`src/hw/tob_defines.vh`:
```
// Constants for the 16-bit overflow timer and capture/compare time base
`ifndef TOB_DEFINES_VH
`define TOB_DEFINES_VH
// Word addresses (byte address / 4)
`define TOB_ADDR_CONTROL 4'h0
`define TOB_ADDR_CNT_LOW 4'h1
`define TOB_ADDR_CNT_HIGH 4'h2
`define TOB_ADDR_IRQ_ENABLE 4'h3
`define TOB_ADDR_IRQ_REQUEST 4'h4
`define TOB_ADDR_IRQ_CONTROL 4'h5
`define TOB_ADDR_OSC_ENABLE 4'h6
`define TOB_ADDR_MAP_ZERO 4'h7
`define TOB_ADDR_MAP_ONE 4'h8
`define TOB_ADDR_CCP_BASE 4'h9
// Control register fields
`define TOB_CTL_ON 0
`define TOB_CTL_ASYNC 2
`define TOB_CTL_EXTCLK 3
`define TOB_CTL_ATRIG 4
// Capture/compare unit register fields: mode [1:0], low [15:8], high [23:16]
`define TOB_CCP_MODE_OFF 2'h0
`define TOB_CCP_MODE_CAPTURE 2'h1
`define TOB_CCP_MODE_COMPARE 2'h2
`define TOB_CCP_MODE_TRIGGER 2'h3
`define TOB_CCP_VAL_LSB 8
`define TOB_CCP_VAL_MSB 23
`define TOB_IRQ_GLOBAL 7
`define TOB_IRQ_PERIPH 6
`define TOB_WRAP_VALUE 16'hFFFF
`define TOB_ZERO_VALUE 16'h0000
`define TOB_NUM_UNITS 5
`endif

```
`src/hw/tob_timer.v`:
```
// Overflow timer with capture/compare time base and Avalon-MM register slave
`timescale 1ns/1ps
`include "tob_defines.vh"
module tob_timer #(
  parameter UNITS = `TOB_NUM_UNITS
) (
  // Clock and reset
  input wire SYS_CLK,
  input wire SRST,
  // Avalon-MM slave
  input wire [3:0] AVS_ADDRESS,
  input wire AVS_READ,
  input wire AVS_WRITE,
  input wire [31:0] AVS_WRITEDATA,
  output reg [31:0] AVS_READDATA,
  output reg AVS_WAITREQUEST,
  // External count clock and capture events, asynchronous
  input wire EXT_COUNT_CLK,
  input wire [UNITS-1:0] CAPTURE_EVENT,
  // Sleep status from the core
  input wire SLEEP_ACTIVE,
  // Outputs
  output reg IRQ_OUT,
  output reg WAKE_OUT,
  output reg OSC_RUN,
  output reg [UNITS-1:0] COMPARE_EVENT,
  output reg [UNITS-1:0] CONVERSION_TRIGGER
);
  reg [7:0] control;
  reg [15:0] cnt [0:2];
  reg overflow_flag;
  reg overflow_irq_enable;
  reg [7:0] irq_control;
  reg low_freq_osc_enable;
  reg [7:0] map_zero;
  reg [7:0] map_one;
  reg [1:0] ccp_mode [0:UNITS-1];
  reg [15:0] ccp_val [0:UNITS-1];
  reg ext_s1, ext_s2, ext_s3;
  reg [UNITS-1:0] cap_s1, cap_s2, cap_s3;
  reg [15:0] next_cnt;
  reg [UNITS-1:0] trig_clear;
  reg wrap;
  reg count_en;
  wire access;
  wire rd_take;
  wire wr_commit;
  wire wr_cnt_low;
  wire wr_cnt_high;
  wire wr_flag;
  // Separate loop indices, so no two processes share a variable
  integer i;
  integer j;
  integer k;

  // Selected timer of a unit, two bits per unit across two map registers
  function [1:0] unit_sel;
    input [7:0] m0;
    input [7:0] m1;
    input integer u;
    reg [15:0] both;
    begin
      both = {m1, m0};
      unit_sel = both[2*u +: 2];
      if (unit_sel == 2'h3) begin
        unit_sel = 2'h0;
      end
    end
  endfunction

  // A request is taken while waitrequest is high; read data is loaded then
  assign access = (AVS_READ | AVS_WRITE) & AVS_WAITREQUEST;
  assign rd_take = AVS_READ & AVS_WAITREQUEST;
  // A write lands only at the edge that completes the transfer
  assign wr_commit = AVS_WRITE & ~AVS_WAITREQUEST;
  assign wr_cnt_low = wr_commit && (AVS_ADDRESS == `TOB_ADDR_CNT_LOW);
  assign wr_cnt_high = wr_commit && (AVS_ADDRESS == `TOB_ADDR_CNT_HIGH);
  assign wr_flag = wr_commit && (AVS_ADDRESS == `TOB_ADDR_IRQ_REQUEST);

  // Count enable: system clock, or external edge with EXTCLK; in sleep only the external edge with ASYNC set
  always @* begin
    if (control[`TOB_CTL_EXTCLK]) begin
      count_en = ext_s2 & ~ext_s3;
    end else begin
      count_en = 1'b1;
    end
    if (SLEEP_ACTIVE && !(control[`TOB_CTL_ASYNC] && control[`TOB_CTL_EXTCLK])) begin
      count_en = 1'b0;
    end
    count_en = count_en & control[`TOB_CTL_ON];
    wrap = count_en && (cnt[0] == `TOB_WRAP_VALUE);
    next_cnt = cnt[0] + 16'h0001;
  end

  // Conversion trigger matches clear timer 0 when it is their base
  always @* begin
    for (k = 0; k < UNITS; k = k + 1) begin
      trig_clear[k] = (ccp_mode[k] == `TOB_CCP_MODE_TRIGGER) && (unit_sel(map_zero, map_one, k) == 2'h0)
        && (ccp_val[k] == cnt[0]) && control[`TOB_CTL_ATRIG];
    end
  end

  // Pin synchronisers; the third stage only serves edge detection
  always @(posedge SYS_CLK) begin
    if (SRST) begin
      ext_s1 <= 1'b0;
      ext_s2 <= 1'b0;
      ext_s3 <= 1'b0;
      cap_s1 <= {UNITS{1'b0}};
      cap_s2 <= {UNITS{1'b0}};
      cap_s3 <= {UNITS{1'b0}};
    end else begin
      ext_s1 <= EXT_COUNT_CLK;
      ext_s2 <= ext_s1;
      ext_s3 <= ext_s2;
      cap_s1 <= CAPTURE_EVENT;
      cap_s2 <= cap_s1;
      cap_s3 <= cap_s2;
    end
  end

  always @(posedge SYS_CLK) begin
    if (SRST) begin
      control <= 8'h00;
      cnt[0] <= 16'h0000;
      cnt[1] <= 16'h0000;
      cnt[2] <= 16'h0000;
      overflow_flag <= 1'b0;
      overflow_irq_enable <= 1'b0;
      irq_control <= 8'h00;
      low_freq_osc_enable <= 1'b0;
      map_zero <= 8'h00;
      map_one <= 8'h00;
      IRQ_OUT <= 1'b0;
      WAKE_OUT <= 1'b0;
      OSC_RUN <= 1'b0;
      COMPARE_EVENT <= {UNITS{1'b0}};
      CONVERSION_TRIGGER <= {UNITS{1'b0}};
      for (i = 0; i < UNITS; i = i + 1) begin
        ccp_mode[i] <= `TOB_CCP_MODE_OFF;
        ccp_val[i] <= 16'h0000;
      end
    end else begin
      // Timers 1 and 2 free-run on the system clock when timer is on and the core is awake
      if (control[`TOB_CTL_ON] && !SLEEP_ACTIVE) begin
        cnt[1] <= cnt[1] + 16'h0001;
        cnt[2] <= cnt[2] + 16'h0001;
      end
      // Main timer: byte write beats trigger clear beats count
      if (wr_cnt_low) begin
        cnt[0][7:0] <= AVS_WRITEDATA[7:0];
      end else if (wr_cnt_high) begin
        cnt[0][15:8] <= AVS_WRITEDATA[7:0];
      end else if (|trig_clear) begin
        cnt[0] <= `TOB_ZERO_VALUE;
      end else if (count_en) begin
        cnt[0] <= next_cnt;
      end
      // Overflow flag: set beats software clear, trigger clear never sets it
      if (wrap && !(|trig_clear)) begin
        overflow_flag <= 1'b1;
      end else if (wr_flag) begin
        overflow_flag <= AVS_WRITEDATA[0];
      end
      IRQ_OUT <= overflow_flag && control[`TOB_CTL_ON] && overflow_irq_enable
        && irq_control[`TOB_IRQ_PERIPH] && irq_control[`TOB_IRQ_GLOBAL] && !SLEEP_ACTIVE;
      WAKE_OUT <= SLEEP_ACTIVE && overflow_flag && control[`TOB_CTL_ON] && overflow_irq_enable
        && irq_control[`TOB_IRQ_PERIPH];
      OSC_RUN <= low_freq_osc_enable;
      for (i = 0; i < UNITS; i = i + 1) begin
        COMPARE_EVENT[i] <= (ccp_mode[i] >= `TOB_CCP_MODE_COMPARE)
          && (ccp_val[i] == cnt[unit_sel(map_zero, map_one, i)]);
        CONVERSION_TRIGGER[i] <= trig_clear[i];
        if (wr_commit && AVS_ADDRESS == `TOB_ADDR_CCP_BASE + i[3:0]) begin
          ccp_mode[i] <= AVS_WRITEDATA[1:0];
          ccp_val[i] <= AVS_WRITEDATA[`TOB_CCP_VAL_MSB:`TOB_CCP_VAL_LSB];
        end else if (ccp_mode[i] == `TOB_CCP_MODE_CAPTURE && cap_s2[i] && !cap_s3[i]) begin
          ccp_val[i] <= cnt[unit_sel(map_zero, map_one, i)];
        end
      end
      // Configuration writes
      if (wr_commit) begin
        case (AVS_ADDRESS)
          `TOB_ADDR_CONTROL: control <= AVS_WRITEDATA[7:0];
          `TOB_ADDR_IRQ_ENABLE: overflow_irq_enable <= AVS_WRITEDATA[0];
          `TOB_ADDR_IRQ_CONTROL: irq_control <= AVS_WRITEDATA[7:0];
          `TOB_ADDR_OSC_ENABLE: low_freq_osc_enable <= AVS_WRITEDATA[0];
          `TOB_ADDR_MAP_ZERO: map_zero <= AVS_WRITEDATA[7:0];
          `TOB_ADDR_MAP_ONE: map_one <= AVS_WRITEDATA[7:0];
          default: ;
        endcase
      end
    end
  end

  // Register slave: one wait cycle, then answer with registered read data
  always @(posedge SYS_CLK) begin
    if (SRST) begin
      AVS_READDATA <= 32'h00000000;
      AVS_WAITREQUEST <= 1'b1;
    end else begin
      AVS_WAITREQUEST <= ~access;
      if (rd_take) begin
        case (AVS_ADDRESS)
          `TOB_ADDR_CONTROL: AVS_READDATA <= {24'h000000, control};
          `TOB_ADDR_CNT_LOW: AVS_READDATA <= {24'h000000, cnt[0][7:0]};
          `TOB_ADDR_CNT_HIGH: AVS_READDATA <= {24'h000000, cnt[0][15:8]};
          `TOB_ADDR_IRQ_ENABLE: AVS_READDATA <= {31'h00000000, overflow_irq_enable};
          `TOB_ADDR_IRQ_REQUEST: AVS_READDATA <= {31'h00000000, overflow_flag};
          `TOB_ADDR_IRQ_CONTROL: AVS_READDATA <= {24'h000000, irq_control};
          `TOB_ADDR_OSC_ENABLE: AVS_READDATA <= {31'h00000000, low_freq_osc_enable};
          `TOB_ADDR_MAP_ZERO: AVS_READDATA <= {24'h000000, map_zero};
          `TOB_ADDR_MAP_ONE: AVS_READDATA <= {24'h000000, map_one};
          default: begin
            AVS_READDATA <= 32'h00000000;
            for (j = 0; j < UNITS; j = j + 1) begin
              if (AVS_ADDRESS == `TOB_ADDR_CCP_BASE + j[3:0]) begin
                AVS_READDATA <= {8'h00, ccp_val[j], 6'h00, ccp_mode[j]};
              end
            end
          end
        endcase
      end
    end
  end
endmodule

```
`config.mk`:
```
export PLATFORM = sky130hd
export DESIGN_NAME = tob_timer
export DESIGN_NICKNAME = d
export VERILOG_FILES = /design/src/hw/tob_timer.v
export VERILOG_INCLUDE_DIRS = /design/src /design/src/hw
export SDC_FILE = /design/constraint.sdc
export NUM_CORES = 1
export LEC_CHECK = 0
export BUFFER_PORTS_ARGS = -buffer_cell sky130_fd_sc_hd__buf_2
export CAP_MARGIN = 10
export CORE_UTILIZATION = 60
export CTS_BUF_LIST = sky130_fd_sc_hd__clkbuf_4 sky130_fd_sc_hd__clkbuf_8
export CTS_CLUSTER_SIZE = 8
export DETAILED_ROUTE_END_ITERATION = 7
export PLACE_DENSITY = 0.87
export SLEW_MARGIN = 20
export SYNTH_ARGS = -nofsm -noshare
export SYNTH_HDL_FRONTEND = slang
export SYNTH_SLANG_ARGS = --single-unit
```
`constraint.sdc`:
```
create_clock -name SYS_CLK -period 3.7 [get_ports SYS_CLK]
set_clock_uncertainty 0.2 [all_clocks]
set_input_delay 0.555 -clock SYS_CLK [delete_from_list [all_inputs] [get_ports SYS_CLK]]
set_output_delay 0.555 -clock SYS_CLK [all_outputs]
set_load 0.05 [all_outputs]
```
==> run metrics <==
FF-to-FF Start=cnt[0][7]; setup bufs post-CTS=0; final worst path period share=90.2%; commonest non-fill, non-tap cell in the layout=nor2_1; register area=0.00597 mm²; Layout Nets=1,789; CP Launch Type=flip-flop; actual slew at the worst max-slew pin=0.965 ns; WP data required=3.80 ns; final setup vio count=0; die height=159 µm; relative slew slack=35.5%; Min-Delay Path Depth=2; R2R setup slack=0.36 ns; delay of the slowest cell on the worst path=0.58 ns; Routed WL=50,800 µm; sequential element share of the synthesized area=40.1%; Syn. warnings=0; Post-synth ARST share=0%; CTS tree=yes; R2R depth=8; vias in the first global route=12,600; fillers=1,919; port buffer count=76; FMAX=0.300 GHz; Clock Latency Late Sink=0.59 ns; Post-Syn Area=0.0149 mm²; hold_sp=SLEEP_ACTIVE; min Tclk post-route=3.34 ns; hold_ws=0.0226 ns; Final Util=67.2%; Placer Congestion=1.06; number of buffers created by CTS=41; WL/cell=24.4 µm; Power Density=389 mW/mm²; WP data arrival=3.44 ns; area grow syn2layout=9.84%; most used cell, CP=buf_4; Pleak=0.00594 µW; Rows=57; num ports=93; VDD IR max=0.333 mV; htree depth=2; crit path max fanout=12; area of the multi-input gates=0.00811 mm²; status=completed; synthesized area per cell=8.75 µm²; die area=0.0254 mm²; Vias/cell=6.50; Post-Place Worst Slack=0.557 ns; Syn Inst Count=1,699; Main synth FF type=edfxtp_1; initial antenna violation count=0; clk sink count=229; Layout Cells excl Fill=2,084; ANT cells=0; final hold vios=0; Reg-to-Reg End=cnt[0][6]; Critical Path, Cell by Cell=buf_4 -> xnor2_1 -> nand4_1 -> nor4_2 -> buf_4 -> or2_1 -> nor3_1 -> o31a_1; layout cells sized above 1=14.0%; PnR worst setup slack=0.362 ns; overall routing resource usage=39.6%; placed insts=2,003; global-route wire length before repair=75,900 µm; Critical Path Sink Type=flip-flop; Synth Register Bits=229; number of flops mapped to enable cells by yosys=138; DRC=0; largest net degree at the start of global routing=47; Core Region=0.0243 mm²; clock root buffer=clkbuf_8; Setup Crit Path Kind=reg -> reg; Iter 0 DRT Violations=1,713; Starting Density=61.1%; Die W=159 µm; post-route ant nets=0; grt ovf=0; critical path's slowest cell=edfxtp_1; total number of vias=13,500; commonest cells after routing, fill and taps aside=nor2_1 (292), a21oi_1 (193), edfxtp_1 (138), xor2_1 (113), nand2_1 (104); Worst-path clk slew=0.06 ns; TritonRoute pass-1 iters=8; setup TNS=0 ns; WHS Endpoint=IRQ_OUT; Max-Cap Viols=0; post-synth cell types=66; RSZ-0062 raised after global routing=no; Max Transition Viols Final=0; min-delay worst type=in -> reg; Max clock buf depth=3; dpl hpwl=37,100 µm
-- stage by stage --
step                total power [µW]  instance area (µm²)
floorplan                       3530                14900
global placement                3810                15400
detailed placement              3830                15400
CTS                             6320                16300
global route                    6520                16300
finish                          6360                16300
-- cells in the mapped netlist, drive strengths merged (19+ instances only) --
cell / instances / area [µm²]
buf: 71 / 427
mux2: 20 / 225
nor2: 294 / 1110
clkbuf: 92 / 348
nand2: 105 / 397
o22ai: 19 / 133
xor2: 113 / 990
xnor2: 89 / 780
a21oi: 193 / 966
nor3: 22 / 120
nor4: 22 / 150
nand3: 69 / 345
nor2b: 26 / 170
a22oi: 20 / 150
dfxtp: 91 / 1820
nand4: 45 / 282
mux2i: 93 / 931
edfxtp: 138 / 4140
-- worst max-delay path by stage --
stage | depth (start not counted) | slack (ns) | endpoint | start
global placement | 7 | 0.54 | cnt[0][2] | cnt[0][5]
floorplan | 9 | 0.99 | cnt[0][0] | map_one[0]
CTS | 10 | 0.51 | cnt[0][6] | map_zero[4]
finish | 8 | 0.36 | cnt[0][6] | cnt[0][7]
global route | 8 | 0.27 | cnt[0][6] | cnt[0][13]
detailed placement | 7 | 0.56 | cnt[0][2] | cnt[0][5]
-- registers in the layout (all words and copies together) (netlist names), 5 cells and up --
name,count
map_zero,8
CONVERSION_TRIGGER,5
ccp_mode,10
irq_control,8
map_one,8
ccp_val,80
AVS_READDATA,24
cnt,48
COMPARE_EVENT,5
cap_s2,5
cap_s1,5
control,8
cap_s3,5
-- per-layer routing --
metal	global-route usage (%)	vias to the layer above	routed length [µm]
li1	-	6052	-
met1	50.9	6288	18700
met2	62.0	989	22700
met3	8.80	219	6190
met4	22.4	0	3250
met5	0	-	0
-- where the power goes --
group          leakage, µW  switching, µW  total [µW]  internal (µW)
Clock             0.000461           1120        2530           1410
Combinational      0.00331            567         854            287
Sequential         0.00217            161        2970           2810
Total              0.00594           1850        6360           4510
-- area by class of cell --
class / instances / share of cell area, %
clock buffers: 66 / 4.76
clock inverters: 8 / 0.490
inverters: 14 / 0.322
multi-input cells: 1300 / 49.7
flip-flops and latches: 229 / 36.5
well taps: 324 / 2.48
repair buffers: 143 / 5.75
-- what timing repair did --
item	in CTS	in global routing
resized for setup	0	0
hold buffers	7	0
endpoints found under the hold margin	7	0
-- logic make-up (layout without fill, tap and decap cells) --
| kind of cell | count (synthesis) | after routing | synth area share (%) |
|---|---|---|---|
| simple gates | 647 | 647 | 20.3 |
| xor+xnor | 202 | 202 | 11.9 |
| compound gates | 317 | 317 | 13.2 |
| buf+inv | 177 | 231 | 5.56 |
| flops | 229 | 229 | 40.1 |
| fa+ha+maj | 13 | 13 | 1.09 |
| mux | 113 | 113 | 7.78 |
| other cells | 1 | 8 | 0.0252 |
-- worst max-delay path, delay by kind of cell (launching register included) --
kind / cells / cell delay, ns
AOI/OAI and AO/OA: 1 / 0.31
and+or+nand+nor: 4 / 0.98
DFF: 1 / 0.58
buffers and inverters: 2 / 0.50
xor gates and xnor gates: 1 / 0.49
No activity file was read; power rests on OpenSTA's default activity.
